==> config.mk <==
export PLATFORM = sky130hd
export DESIGN_NAME = terminal_block_supervisor
export DESIGN_NICKNAME = d
export VERILOG_FILES = /design/src/hdl/tb_supervisor_pkg.sv /design/src/hdl/terminal_block_supervisor.sv /design/src/hdl/life_monitor.sv /design/src/hdl/config_checker.sv
export SDC_FILE = /design/constraint.sdc
export NUM_CORES = 1
export LEC_CHECK = 0
export BUFFER_PORTS_ARGS = -buffer_cell sky130_fd_sc_hd__buf_2
export CAP_MARGIN = 20
export CORE_MARGIN = 2
export CORE_UTILIZATION = 55
export CTS_CLUSTER_DIAMETER = 50
export DETAILED_ROUTE_END_ITERATION = 6
export PLACE_DENSITY_LB_ADDON = 0.08
export SYNTH_ARGS = -nofsm -noshare
export SYNTH_HDL_FRONTEND = slang
export SYNTH_SLANG_ARGS = --single-unit
==> constraint.sdc <==
create_clock -name CLK_SYS -period 9 [get_ports CLK_SYS]
set_input_delay 1.35 -clock CLK_SYS [delete_from_list [all_inputs] [get_ports CLK_SYS]]
set_output_delay 1.35 -clock CLK_SYS [all_outputs]
set_load 0.05 [all_outputs]
==> src/hdl/tb_supervisor_pkg.sv <==
// Constants and types shared by the terminal block supervisor design
package tb_supervisor_pkg;

   // ----------------------------------------
   // Slots and module types
   // ----------------------------------------
   localparam int SLOT_COUNT = 8;
   localparam int TYPE_WIDTH = 3;
   localparam logic [2:0] TYPE_EMPTY = 3'h0;
   localparam logic [2:0] TYPE_DIN16 = 3'h1;
   localparam logic [2:0] TYPE_DOUT16 = 3'h2;
   localparam logic [2:0] TYPE_DOUT8 = 3'h3;
   localparam logic [2:0] TYPE_AIN = 3'h4;
   localparam logic [2:0] TYPE_AIN_FAST = 3'h5;
   localparam logic [2:0] TYPE_AOUT = 3'h6;

   // ----------------------------------------
   // Per block limits
   // ----------------------------------------
   localparam logic [3:0] MAX_MODULES = 4'h8;
   localparam logic [3:0] MAX_DIN16 = 4'h2;
   localparam logic [3:0] MAX_DOUT16 = 4'h2;
   localparam logic [3:0] MAX_DOUT8 = 4'h4;
   localparam logic [3:0] MAX_AIN = 4'h8;
   localparam logic [3:0] MAX_AIN_FAST = 4'h4;
   localparam logic [3:0] MAX_AOUT = 4'h4;
   localparam logic [3:0] MAX_ANALOG_IN_MIX = 4'h4;
   localparam logic [3:0] MAX_ANALOG_OUT_MIX = 4'h4;

   // ----------------------------------------
   // Controller-wide limits and channel counts per module type
   // ----------------------------------------
   localparam logic [7:0] MAX_SYS_DIN = 8'h20;
   localparam logic [7:0] MAX_SYS_DOUT = 8'h20;
   localparam logic [7:0] MAX_SYS_AIN = 8'h08;
   localparam logic [7:0] MAX_SYS_AOUT = 8'h08;
   localparam logic [7:0] DIN16_CHANNELS = 8'h10;
   localparam logic [7:0] DOUT16_CHANNELS = 8'h10;
   localparam logic [7:0] DOUT8_CHANNELS = 8'h08;

   // ----------------------------------------
   // Timing
   // ----------------------------------------
   localparam int CLK_MHZ = 50;
   localparam int HOST_TIMEOUT_US = 10000;
   localparam int MCU_TIMEOUT_US = 10000;
   localparam int HOST_TIMEOUT_CYCLES = HOST_TIMEOUT_US * CLK_MHZ;
   localparam int MCU_TIMEOUT_CYCLES = MCU_TIMEOUT_US * CLK_MHZ;
   localparam int TIMER_WIDTH = 24;

   typedef enum logic [1:0] {
      RUN_START,
      RUN_OK,
      RUN_FAULT
   } run_state_type;

endpackage

==> src/hdl/terminal_block_supervisor.sv <==
// Terminal block supervisor: configuration, sign-of-life, supply and temperature
// Function
// - A block takes at most eight modules, one per slot; more is an invalid setup.
// - Per block at most 2 16-input, 2 16-output, 4 8-output, 8 analog in, 4 fast analog in, 4 analog out.
// - A block never holds more than four analog output and four analog input modules.
// - Over all blocks at most 32 digital in, 32 digital out, 8 analog in and 8 analog out.
// - Supply undervoltage disables all outputs and turns the green indicator off.
// - Overtemperature sends a status to the host and leaves the outputs enabled.
// - A missing host sign of life disables all outputs and lights the red indicator.
// - An expired microcontroller watchdog disables all outputs and lights the red indicator.
// - An invalid combination disables outputs, lights red and yellow, and reports to the host.
// - Host, controller or power faults assert the safe disable that zeroes every output.
// - The 16-input module lights one indicator per input while that input is one, three clock cycles behind it.
`timescale 1ns/1ps
`default_nettype none
module terminal_block_supervisor
   import tb_supervisor_pkg::*;
#(
   parameter int HOST_TIMEOUT = HOST_TIMEOUT_CYCLES,
   parameter int MCU_TIMEOUT = MCU_TIMEOUT_CYCLES
)
(
   // Clock and reset
   input wire logic CLK_SYS,
   input wire logic RESET,
   // Slot population, one type code per slot
   input wire logic [SLOT_COUNT*TYPE_WIDTH-1:0] SLOT_TYPES,
   // Channel counts already used by other blocks of the controller
   input wire logic [7:0] OTHER_DIN,
   input wire logic [7:0] OTHER_DOUT,
   input wire logic [7:0] OTHER_AIN,
   input wire logic [7:0] OTHER_AOUT,
   // Monitors and sign-of-life inputs from pins
   input wire logic UNDERVOLTAGE,
   input wire logic OVERTEMP,
   input wire logic HOST_BEAT,
   input wire logic MCU_BEAT,
   // Digital input module state
   input wire logic [15:0] DIN16_LEVELS,
   // Safe disable and indicators
   output logic OUTPUT_SAFE_DISABLE,
   output logic LED_GREEN,
   output logic LED_RED,
   output logic LED_YELLOW,
   output logic [15:0] DIN16_LEDS,
   // Status to host
   output logic STATUS_OVERTEMP,
   output logic STATUS_CONFIG_FAULT,
   output logic STATUS_HOST_LOST,
   output logic STATUS_MCU_LOST
);

   // ----------------------------------------
   // Pin synchronisers
   // ----------------------------------------
   logic [3:0] sync_a;
   logic [3:0] sync_b;
   logic [15:0] din_a;
   logic [15:0] din_b;
   logic [SLOT_COUNT*TYPE_WIDTH-1:0] slot_a;
   logic [SLOT_COUNT*TYPE_WIDTH-1:0] slot_b;

   always_ff @(posedge CLK_SYS)
   begin
      if (RESET)
      begin
         sync_a <= 4'h0;
         sync_b <= 4'h0;
         din_a <= 16'h0000;
         din_b <= 16'h0000;
         slot_a <= '0;
         slot_b <= '0;
      end
      else
      begin
         sync_a <= {MCU_BEAT, HOST_BEAT, OVERTEMP, UNDERVOLTAGE};
         sync_b <= sync_a;
         din_a <= DIN16_LEVELS;
         din_b <= din_a;
         slot_a <= SLOT_TYPES;
         slot_b <= slot_a;
      end
   end

   logic undervoltage;
   logic overtemp;
   logic host_beat;
   logic mcu_beat;

   assign undervoltage = sync_b[0];
   assign overtemp = sync_b[1];
   assign host_beat = sync_b[2];
   assign mcu_beat = sync_b[3];

   // ----------------------------------------
   // Fault sources
   // ----------------------------------------
   logic host_lost;
   logic mcu_lost;
   logic block_invalid;
   logic system_invalid;
   logic config_fault;

   life_monitor #(
      .TIMEOUT(HOST_TIMEOUT)
   ) host_watch (
      .clk(CLK_SYS),
      .reset(RESET),
      .beat(host_beat),
      .expired(host_lost)
   );

   life_monitor #(
      .TIMEOUT(MCU_TIMEOUT)
   ) mcu_watch (
      .clk(CLK_SYS),
      .reset(RESET),
      .beat(mcu_beat),
      .expired(mcu_lost)
   );

   config_checker config_u (
      .slot_types(slot_b),
      .other_din(OTHER_DIN),
      .other_dout(OTHER_DOUT),
      .other_ain(OTHER_AIN),
      .other_aout(OTHER_AOUT),
      .block_invalid(block_invalid),
      .system_invalid(system_invalid)
   );

   assign config_fault = block_invalid || system_invalid;

   // ----------------------------------------
   // Run state
   // ----------------------------------------
   // Outputs stay off after reset until the first clean evaluation
   run_state_type state;
   run_state_type next_state;
   logic any_fault;

   // Overtemperature is left out on purpose: it only reports
   assign any_fault = undervoltage || host_lost || mcu_lost || config_fault;

   always_comb
   begin
      next_state = state;
      unique case (state)
         RUN_START:
            next_state = any_fault ? RUN_FAULT : RUN_OK;
         RUN_OK:
            if (any_fault)
               next_state = RUN_FAULT;
         RUN_FAULT:
            if (!any_fault)
               next_state = RUN_OK;
         default:
            next_state = RUN_START;
      endcase
   end

   always_ff @(posedge CLK_SYS)
   begin
      if (RESET)
         state <= RUN_START;
      else
         state <= next_state;
   end

   // ----------------------------------------
   // Output registers
   // ----------------------------------------
   logic next_disable;

   assign next_disable = (next_state != RUN_OK);

   always_ff @(posedge CLK_SYS)
   begin
      if (RESET)
      begin
         OUTPUT_SAFE_DISABLE <= 1'b1;
         LED_GREEN <= 1'b0;
         LED_RED <= 1'b0;
         LED_YELLOW <= 1'b0;
         DIN16_LEDS <= 16'h0000;
         STATUS_OVERTEMP <= 1'b0;
         STATUS_CONFIG_FAULT <= 1'b0;
         STATUS_HOST_LOST <= 1'b0;
         STATUS_MCU_LOST <= 1'b0;
      end
      else
      begin
         OUTPUT_SAFE_DISABLE <= next_disable;
         LED_GREEN <= !undervoltage;
         LED_RED <= host_lost || mcu_lost || config_fault;
         LED_YELLOW <= config_fault;
         DIN16_LEDS <= din_b;
         STATUS_OVERTEMP <= overtemp;
         STATUS_CONFIG_FAULT <= config_fault;
         STATUS_HOST_LOST <= host_lost;
         STATUS_MCU_LOST <= mcu_lost;
      end
   end

endmodule
`default_nettype wire

==> src/hdl/life_monitor.sv <==
// Sign-of-life watchdog: a toggle on the beat input restarts the timer
`timescale 1ns/1ps
`default_nettype none
module life_monitor
   import tb_supervisor_pkg::*;
#(
   parameter int TIMEOUT = 1000
)
(
   input wire logic clk,
   input wire logic reset,
   input wire logic beat,
   output logic expired
);

   logic [TIMER_WIDTH-1:0] count;
   logic beat_last;
   logic beat_seen;
   logic at_limit;

   // Either edge counts; a stuck level in any state is a lost beat
   assign beat_seen = beat ^ beat_last;
   assign at_limit = (count >= TIMER_WIDTH'(TIMEOUT - 1));

   always_ff @(posedge clk)
   begin
      if (reset)
      begin
         count <= '0;
         beat_last <= 1'b0;
         expired <= 1'b0;
      end
      else
      begin
         beat_last <= beat;
         if (beat_seen)
         begin
            count <= '0;
            expired <= 1'b0;
         end
         else if (at_limit)
            expired <= 1'b1;
         else
            count <= count + 1'b1;
      end
   end

endmodule
`default_nettype wire

==> src/hdl/config_checker.sv <==
// Plugged module combination check against slot and type limits
`timescale 1ns/1ps
`default_nettype none
module config_checker
   import tb_supervisor_pkg::*;
(
   input wire logic [SLOT_COUNT*TYPE_WIDTH-1:0] slot_types,
   input wire logic [7:0] other_din,
   input wire logic [7:0] other_dout,
   input wire logic [7:0] other_ain,
   input wire logic [7:0] other_aout,
   output logic block_invalid,
   output logic system_invalid
);

   logic [3:0] n_used;
   logic [3:0] n_din16;
   logic [3:0] n_dout16;
   logic [3:0] n_dout8;
   logic [3:0] n_ain;
   logic [3:0] n_ain_fast;
   logic [3:0] n_aout;
   // One bit wider than the inputs so a large count from other blocks cannot wrap
   logic [8:0] sys_din;
   logic [8:0] sys_dout;
   logic [8:0] sys_ain;
   logic [8:0] sys_aout;
   logic bad_type;

   always_comb
   begin
      logic [2:0] t;
      t = TYPE_EMPTY;
      n_used = '0;
      n_din16 = '0;
      n_dout16 = '0;
      n_dout8 = '0;
      n_ain = '0;
      n_ain_fast = '0;
      n_aout = '0;
      bad_type = 1'b0;
      for (int i = 0; i < SLOT_COUNT; i++)
      begin
         t = slot_types[i*TYPE_WIDTH +: TYPE_WIDTH];
         if (t != TYPE_EMPTY)
            n_used = n_used + 4'h1;
         if (t == TYPE_DIN16)
            n_din16 = n_din16 + 4'h1;
         if (t == TYPE_DOUT16)
            n_dout16 = n_dout16 + 4'h1;
         if (t == TYPE_DOUT8)
            n_dout8 = n_dout8 + 4'h1;
         if (t == TYPE_AIN)
            n_ain = n_ain + 4'h1;
         if (t == TYPE_AIN_FAST)
            n_ain_fast = n_ain_fast + 4'h1;
         if (t == TYPE_AOUT)
            n_aout = n_aout + 4'h1;
         if (t > TYPE_AOUT)
            bad_type = 1'b1;
      end
   end

   // Channel totals for the whole controller, this block included
   assign sys_din = 9'(other_din) + 9'(n_din16 * DIN16_CHANNELS);
   assign sys_dout = 9'(other_dout) + 9'(n_dout16 * DOUT16_CHANNELS)
      + 9'(n_dout8 * DOUT8_CHANNELS);
   assign sys_ain = 9'(other_ain) + 9'(n_ain) + 9'(n_ain_fast);
   assign sys_aout = 9'(other_aout) + 9'(n_aout);

   assign block_invalid = bad_type
      || (n_used > MAX_MODULES)
      || (n_din16 > MAX_DIN16) || (n_dout16 > MAX_DOUT16)
      || (n_dout8 > MAX_DOUT8) || (n_ain > MAX_AIN)
      || (n_ain_fast > MAX_AIN_FAST) || (n_aout > MAX_AOUT)
      || ((n_ain + n_ain_fast) > MAX_ANALOG_IN_MIX)
      || (n_aout > MAX_ANALOG_OUT_MIX);

   assign system_invalid = (sys_din > MAX_SYS_DIN) || (sys_dout > MAX_SYS_DOUT)
      || (sys_ain > MAX_SYS_AIN) || (sys_aout > MAX_SYS_AOUT);

endmodule
`default_nettype wire

==> After elaboration in Yosys (flattened, before gate mapping) <==
Index checks and enable logic that the tools add are counted.
{ "classes": {"addsub": 58, "n_mul": 0, "n_div": 0, "order_cmp": 22, "eq_ne": 51, "shift": 0, "muxes": 68, "bitwise_logic": 2, "n_reduce_logical": 30} }
{ "ops": {"columns": ["op", "count"], "rows": [
  ["4-bit two-way mux", 49],
  ["4-bit by 1-bit adder with 4-bit output, second input constant", 42],
  ["3-bit == test, second input constant", 24],
  ["24-bit by 1-bit adder with 24-bit output, second input constant", 2],
  ["3-bit by 2-bit == test with 1-bit output, second input constant", 16],
  ["24-bit by 19-bit >= comparator with 1-bit output, second input constant", 2],
  ["3-bit by 1-bit == test with 1-bit output, second input constant", 8],
  ["3-bit > comparator, second input constant", 8],
  ["3-bit nonzero test", 8],
  ["8-bit by 4-bit adder with 9-bit output", 2],
  ["8-bit by 8-bit adder with 9-bit output", 2],
  ["9-bit by 4-bit > comparator with 1-bit output, second input constant", 2],
  ["9-bit by 6-bit > comparator with 1-bit output, second input constant", 2],
  ["1-bit logical OR", 18],
  ["4-bit by 3-bit > comparator with 1-bit output, second input constant", 4],
  ["1-bit two-way mux", 15],
  ["1-bit by 1-bit adder with 2-bit output, second input constant", 7],
  ["9-bit by 4-bit adder with 9-bit output", 1],
  ["9-bit by 7-bit adder with 9-bit output", 1],
  ["4-bit by 2-bit > comparator with 1-bit output, second input constant", 2],
  ["4-bit > comparator, second input constant", 2],
  ["2-bit two-way mux", 3],
  ["2-bit one-hot mux with 3 select lines", 1],
  ["4-bit adder", 1],
  ["other kinds (7)", 9]
]} }
{ "totals": {"ff_bits": 165, "latchBits": 0, "ramBits": 0, "mem_bits_ro": 0, "input_bits": 78, "output_inout_bits": 24, "memories": 0} }

==> Logic depth before layout (Yosys ltp) <==
Gate-level depths: netlist (run 1).
{ "logic_depth": {"ltp_word": 31, "ltp_mapped": 34, "depth_no_buf": 34} }

==> Modules after synthesis <==
A second synthesis (run 1) with hierarchy kept.
{ "hier_totals": {"hier_cells": 1210, "area_unflattened_um2": 10849.2} }
{ "by_module_without_submodules": {"columns": ["module", "instances", "cells_per_inst", "area_each_um2", "seq_area_each_um2"], "rows": [
  ["config_checker", 1, 693, 5422.7, 0.0],
  ["terminal_block_supervisor", 1, 243, 3064.2, 2262.2],
  ["life_monitor", 2, 137, 1181.1, 520.5]
]} }

==> Worst setup path after synthesis (run 1) <==
No wires, ideal clock.
{ "synth_timing": {"kind": "register to register", "start": "register slot_b[2]", "end": "register state[1]", "setup_ps": 119, "arrival_time_ps": 7225, "t_required_ps": 8881, "path_slack_ps": 1656, "stages_incl_launch_ff": 34, "period_less_slack_ps": 7344, "path_cell_list": "dfxtp_1 nor2_1 nand2_1 ha_1 xnor2_1 inv_1 ha_1 nor4bb_1 or2_2 ha_1 or4b_2 o21a_1 ha_1 mux2_2 o21ai_1 inv_1 ha_1 nor2_1 a21oi_1 ha_1 mux2i_1 fa_1 inv_1 fa_1 a21o_1 a21oi_1 xnor2_1 nor2_1 nand4_1 or4_1 nor4b_1 nand4_1 a211oi_1 nor2_1"} }
{ "synth_via": {"elab_chain_len": 30} }
{ "synth_lines": {"columns": ["item", "line_no", "text"], "rows": [
  ["from (decl)", "terminal_block_supervisor.sv:61", "logic [SLOT_COUNT*TYPE_WIDTH-1:0] slot_b;"],
  ["from (signal assigned)", "terminal_block_supervisor.sv:81", "slot_b <= slot_a;"],
  ["parallel branches: the longest is 26 deep, another holds 4-bit by 1-bit adder with 4-bit output", null, null],
  ["1-bit logical OR *", "terminal_block_supervisor.sv:132", "assign config_fault = block_invalid || system_invalid;"],
  ["1-bit logical OR *", "terminal_block_supervisor.sv:143", "assign any_fault = undervoltage || host_lost || mcu_lost || config_fault;"],
  ["2-bit two-way mux (on tied branches)", "terminal_block_supervisor.sv:155, terminal_block_supervisor.sv:150, terminal_block_supervisor.sv:152", null],
  ["2-bit one-hot mux with 3 select lines *", "terminal_block_supervisor.sv:148", "unique case (state)"],
  ["to (signal assigned)", "terminal_block_supervisor.sv:167", "state <= next_state;"],
  ["to (decl)", "terminal_block_supervisor.sv:138", "run_state_type state;"]
]} }
Every way passes the cells marked *.
A chain may end at the register's enable or synchronous reset.

==> Worst setup path in the final report (run 1) <==
{ "layout_timing": {"start": "register slot_b[6]", "end": "register state[0]"} }
{ "layout_via": {"elab_chain_len": 26} }
{ "layout_lines": {"columns": ["item", "line_no"], "rows": [
  ["parallel branches: the longest is 22 deep, another holds 4-bit by 1-bit adder with 4-bit output", null],
  ["1-bit logical OR *", "terminal_block_supervisor.sv:132"],
  ["1-bit logical OR *", "terminal_block_supervisor.sv:143"],
  ["2-bit two-way mux (on tied branches)", "terminal_block_supervisor.sv:155, terminal_block_supervisor.sv:150, terminal_block_supervisor.sv:152"],
  ["2-bit one-hot mux with 3 select lines *", "terminal_block_supervisor.sv:148"]
]} }
Marks and branches as above.

==> results of run 1 <==
## cells by family after synthesis
logic type               count (synthesis)
AND/OR/NAND/NOR                        568
flip-flops                             165
AO/OA/AOI/OAI                          152
XOR/XNOR                               140
buffers and inverters                  139
adder cells (fa/ha/maj)                 83
multiplexers                            16
## flip-flops by register name, indices dropped and copies added, names as in the netlist, 2 cells and up
register / flops
DIN16_LEDS: 16
sync_b: 4
slot_b: 24
din_a: 16
mcu_watch.count: 24
slot_a: 24
host_watch.count: 24
state: 2
din_b: 16
sync_a: 4
## path summary, 6_finish.rpt
kind | startpoint | endpoint | cells past startpoint
hold / removal | mcu_watch.count[21] | mcu_watch.count[21] | 2
hold reg to reg | mcu_watch.count[21] | mcu_watch.count[21] | 2
setup / recovery | slot_b[6] | state[0] | 29
setup reg to reg | slot_b[6] | state[0] | 29
## synthesized netlist by cell type (all sizes together) (25+ instances only)
cell    instances
a21oi          28
dfxtp         165
nor2b         111
clkbuf         43
o21ai          25
nand2          88
xnor2          81
nand3          30
inv            80
nor3           28
nor2          120
ha             71
xor2           40
nand4          27
## report_power, final
group          switching, mW  internal (mW)  total (mW)
registers             0.0195          0.754       0.774
logic                  0.190          0.157       0.347
clock network          0.288          0.421       0.708
total                  0.498           1.33        1.83
## cell type report
| class | count | area, um^2 | share of cell area [%] |
|---|---|---|---|
| Clock buffer | 19 | 453 | 3.71 |
| Clock inverter | 11 | 125 | 1.03 |
| Inverter | 80 | 300 | 2.46 |
| Multi-Input combinational cell | 959 | 7140 | 58.6 |
| Sequential cell | 165 | 3300 | 27.1 |
| Tap cell | 265 | 332 | 2.72 |
| Timing Repair Buffer | 105 | 538 | 4.41 |
## critical path: cells and delay by family, from the launching register on
family / cells / cell delay (ns)
AOI/OAI and AO/OA: 4 / 0.84
xor gates and xnor gates: 2 / 0.65
adders and majority gates: 7 / 2.42
buffers and inverters: 3 / 0.24
DFF: 1 / 0.80
muxes: 2 / 0.37
and+or+nand+nor: 11 / 2.72
## metal layers
metal / global-route usage [%] / part of all wire, % / vias to the layer above / routed length (um)
li1: - / - / 4485 / -
met4: 9.31 / 3.3 / 0 / 755
met3: 4.42 / 5.1 / 42 / 1180
met5: 0 / 0 / - / 0
met2: 38.0 / 47 / 192 / 11000
met1: 27.5 / 44 / 4044 / 10300
==> run metrics, run 1 <==
placed instance count=~1.6k; CTS Hold Bufs=0; I/O Buffers=101; core area=~20000 um^2; Post-synth EDFFs=0; CTS clk-pin slew, worst paths=roughly 0.070 ns; MaxCap Viol Count=0; Tot GR Track Use=22.2%; Area Overhead vs Synth=10.7%; WP data arrival=~8.5 ns; TritonCTS clock tree=done; share of synthesized area spent on multiplexers=roughly 1.5%; Pins Over Slew Limit=0; die area=between 20000 and 25000 um^2; post-layout power=roughly 1.8 mW; Crit path top cell by count=ha_1; FFs w/ async S/R, synth=0%; Post-CTS Setup Inserts=0; Seq/Total Area, Yosys=approximately 30%; dpl cell area=~12000 um^2; crit path launch type=flop; Critical Path Fanout Max=20; commonest non-fill, non-tap cell in the layout=dfxtp_1; largest family of logic cells by synthesized area=simple AND/OR/NAND/NOR gates; gr ovfl total=0; Via density=5.46; area share of the largest cell type after synthesis=30.0%; Avg Cell Area, Syn=8.72 um^2; Simple-Gate Fraction of Synth Area=29.6%; peak supply drop=~0.18 mV; Synth warnings=0; Gate Count Post-Synth=between 1k and 1.5k; #FFs+latches synth=around 170; Compound-Gate Fraction of Synth Area=slightly below 10%; cell taking the most area after synthesis=dfxtp_1; Placer Congestion=roughly 0.90; Starting Density=56.2%; Die X=146 um; most frequent cells in the layout=dfxtp_1 (165), nor2_1 (119), nor2b_1 (111); Setup CP Type=reg -> reg; Residual DRC=0; Num CTS Buffers=17; FILL cells=between 1.5k and 2k; CP max stage cell=dfxtp_1; worst min-delay path class=reg -> reg; WL per Instance=roughly 14 um; post-route minimum period=between 8 and 9 ns; vias in the first global route=~8.5k; row count=51; layout cell share with drive strength beyond 1=between 10% and 20%; Syn Nets=1424; cts repair resizes=0; number of I/O pins=about 100; # diodes=0; XOR/XNOR Fraction of Synth Area=between 10% and 20%; drt first-iter violations=469; Pleak=around 5.3 nW; RSZ-0062 raised after global routing=false; Routed WL=about 23 mm; Mapped Area=~11000 um^2; Top FF cell, synth=dfxtp_1; critical path required time=9.37 ns; Die Y=approximately 150 um; Max stage delay on crit path=roughly 0.80 ns; post-route ant nets=0; CTS root buffer=clkbuf_16; later-pin clock latency in the skew report=between 0.4 and 0.5 ns; f_max=roughly 120 MHz; r2r setup slk=approximately 0.9 ns; HPWL Detailed=between 15 and 20 mm; largest net degree at the start of global routing=73; fin crit share=90.1%; Worst Skew=0.0143 ns; Fin. Hold Viols=0; first-pass GRT wire length=between 30 and 40 mm; count of cell types in the netlist=94; Layout Cells excl Fill=1604; pre-CTS WS=0.901 ns; Rel. slew slack=roughly two fifths; Synth area leaders=dfxtp_1 (30%), ha_1 (8.1%), nor2b_1 (6.3%); setup tns final=0 ns; setup ws final=0.895 ns; Final nets=between 1k and 1.5k; vias=roughly 8.8k; Max H-tree Level=4; design area=roughly 12000 um^2; PwrDens=150 nW/um^2; Critical Path Sink Type=flop; Finished Core Util=62.2%; DRT Pass-1 Iters=5; Worst-Margin Slew=~0.91 ns; Sink Count=roughly 170; Setup violations, final=0; Final Hold Slack=0.425 ns; initial antenna violation count=0; maximum buffer depth of the clock tree=2; outcome=finished clean; Adder-Cell Fraction of Synth Area=roughly 10%
Note: power is estimated with default switching activity, not from simulation.
==> run 2: changes to the inputs <==
- ABC_CLOCK_PERIOD_IN_PS: not set -> 9000
- CTS_BUF_LIST: not set -> sky130_fd_sc_hd__clkbuf_4 sky130_fd_sc_hd__clkbuf_8
==> run 2 against run 1 <==
Power decreased by 10%. Largest cell class unchanged. Maximum frequency about the same. Sequential power about the same. Largest power group unchanged. Clock-buffer cell count unchanged. Critical path type unchanged. Critical endpoint is now state[1]. Die area unchanged. Sequential share of layout area increased by 0.43 points.
==> run metrics, run 2 (same netlist as run 1, synthesis figures left out) <==
outcome=finished clean; Fin. Hold Viols=0 (unchanged); vias in the first global route=8436 (-0.89%); Area Overhead vs Synth=8.95%; Die Y=146 um (unchanged); worst min-delay path class=reg -> reg; Worst-Margin Slew=0.914 ns (+0.00879 ns); f_max=123 MHz (about the same); cts repair resizes=0 (unchanged); crit path launch type=flop; post-route minimum period=8.10 ns (-0.00418 ns); Sink Count=165 (unchanged); post-layout power=1.64 mW (-10%); Worst Skew=0.0278 ns (+0.0135 ns); Post-CTS Setup Inserts=0 (unchanged); CTS clk-pin slew, worst paths=0.10 ns (+0.03 ns); Max stage delay on crit path=0.80 ns (about the same); multi-input logic area=7140 um^2 (unchanged); MaxCap Viol Count=0 (unchanged); CTS root buffer=clkbuf_8; Die X=146 um (unchanged); critical path required time=9.35 ns (-0.02 ns); I/O Buffers=101 (unchanged); DRT Pass-1 Iters=5 (unchanged); WP data arrival=8.45 ns (-0.02 ns); TritonCTS clock tree=done; post-route ant nets=0 (unchanged); Pleak=5.24 nW (-1.6%); maximum buffer depth of the clock tree=2 (unchanged); FILL cells=1798 (+2.3%); dpl cell area=11600 um^2 (unchanged); core area=19600 um^2 (unchanged); row count=51 (unchanged); fin crit share=90.0% (about the same); die area=21200 um^2 (unchanged); Pins Over Slew Limit=0 (unchanged); Via density=5.44 (-0.38%); initial antenna violation count=0 (unchanged); Routed WL=23.1 mm (-0.32%); setup ws final=0.899 ns (+0.00418 ns); CTS Hold Bufs=0 (unchanged); # diodes=0 (unchanged); CP max stage cell=dfxtp_1; Critical Path Sink Type=flop; Critical Path Fanout Max=20 (unchanged); first-pass GRT wire length=39.1 mm (-0.49%); most frequent cells in the layout=dfxtp_1 (165), nor2_1 (119), nor2b_1 (111); later-pin clock latency in the skew report=0.45 ns (+0.03 ns); drt first-iter violations=482 (+2.8%); setup tns final=0 ns (unchanged); Setup violations, final=0 (unchanged); largest net degree at the start of global routing=73 (unchanged); layout cell share with drive strength beyond 1=13.2% (unchanged); WL per Instance=14.4 um (-0.32%); RSZ-0062 raised after global routing=false; pre-CTS WS=0.901 ns (unchanged); peak supply drop=0.187 mV (+4.7%); vias=8730 (-0.38%); Starting Density=56.2% (unchanged); PwrDens=137 nW/um^2 (-8.8%); Final nets=1489 (unchanged); Max H-tree Level=4 (unchanged); Residual DRC=0 (unchanged); commonest non-fill, non-tap cell in the layout=dfxtp_1; register area=3300 um^2 (unchanged); Tot GR Track Use=22.1% (-0.17 points); design area=12000 um^2 (-1.6%); Placer Congestion=0.900 (unchanged); HPWL Detailed=18.0 mm (unchanged); number of I/O pins=102 (unchanged); gr ovfl total=0 (unchanged); Finished Core Util=61.3% (-0.98 points); Setup CP Type=reg -> reg; Crit path top cell by count=ha_1; Rel. slew slack=38.6% (-0.59 points); Num CTS Buffers=17 (unchanged)
## run 2: cell counts in the layout (fill, tap and decap cells not counted)
No cell type changed its count.
## run 2: power breakdown
group	internal, mW	switching (mW)
logic	0.157	0.190
registers	0.753	0.0195
clock network	0.259	0.264
## run 2: through the flow
stage | hold slack, ns | std cells
final | 0.427 | 1604
after global placement | 0.415 | 1574
after CTS | 0.430 | 1604
after global routing | 0.449 | 1604
after detailed placement | 0.418 | 1574
after floorplan | 0.408 | 1263
## run 2: per-layer routing
| metal | track usage (%) | share of wire (%) |
|---|---|---|
| met5 | 0 | 0 |
| met4 | 7.99 | 2.9 |
| met3 | 5.11 | 5.9 |
| met2 | 37.6 | 47 |
| met1 | 27.4 | 44 |
## run 2: final cells by class
cell class              instances  area share [%]
clock buffers                  19            2.18
clock inverters                11            1.04
inverters                      80            2.50
multi-input cells             959            59.5
flip-flops and latches        165            27.5
well taps                     265            2.76
repair buffers                105            4.48
## run 2: critical path, delay by kind of cell (launching register included)
| family | cells | cell delay [ns] |
|---|---|---|
| DFF | 1 | 0.80 |
| and+or+nand+nor | 11 | 2.68 |
| muxes | 2 | 0.38 |
| adders and majority gates | 7 | 2.42 |
| buffers and inverters | 3 | 0.24 |
| AOI/OAI and AO/OA | 6 | 0.96 |
| xor gates and xnor gates | 2 | 0.51 |
## run 2: final timing paths
check	start	end	slack, ns	cells past startpoint
max	slot_b[6]	state[1]	0.90	31
max reg2reg	slot_b[6]	state[1]	0.90	31
min reg2reg	mcu_watch.count[21]	mcu_watch.count[21]	0.43	2
min	mcu_watch.count[21]	mcu_watch.count[21]	0.43	2
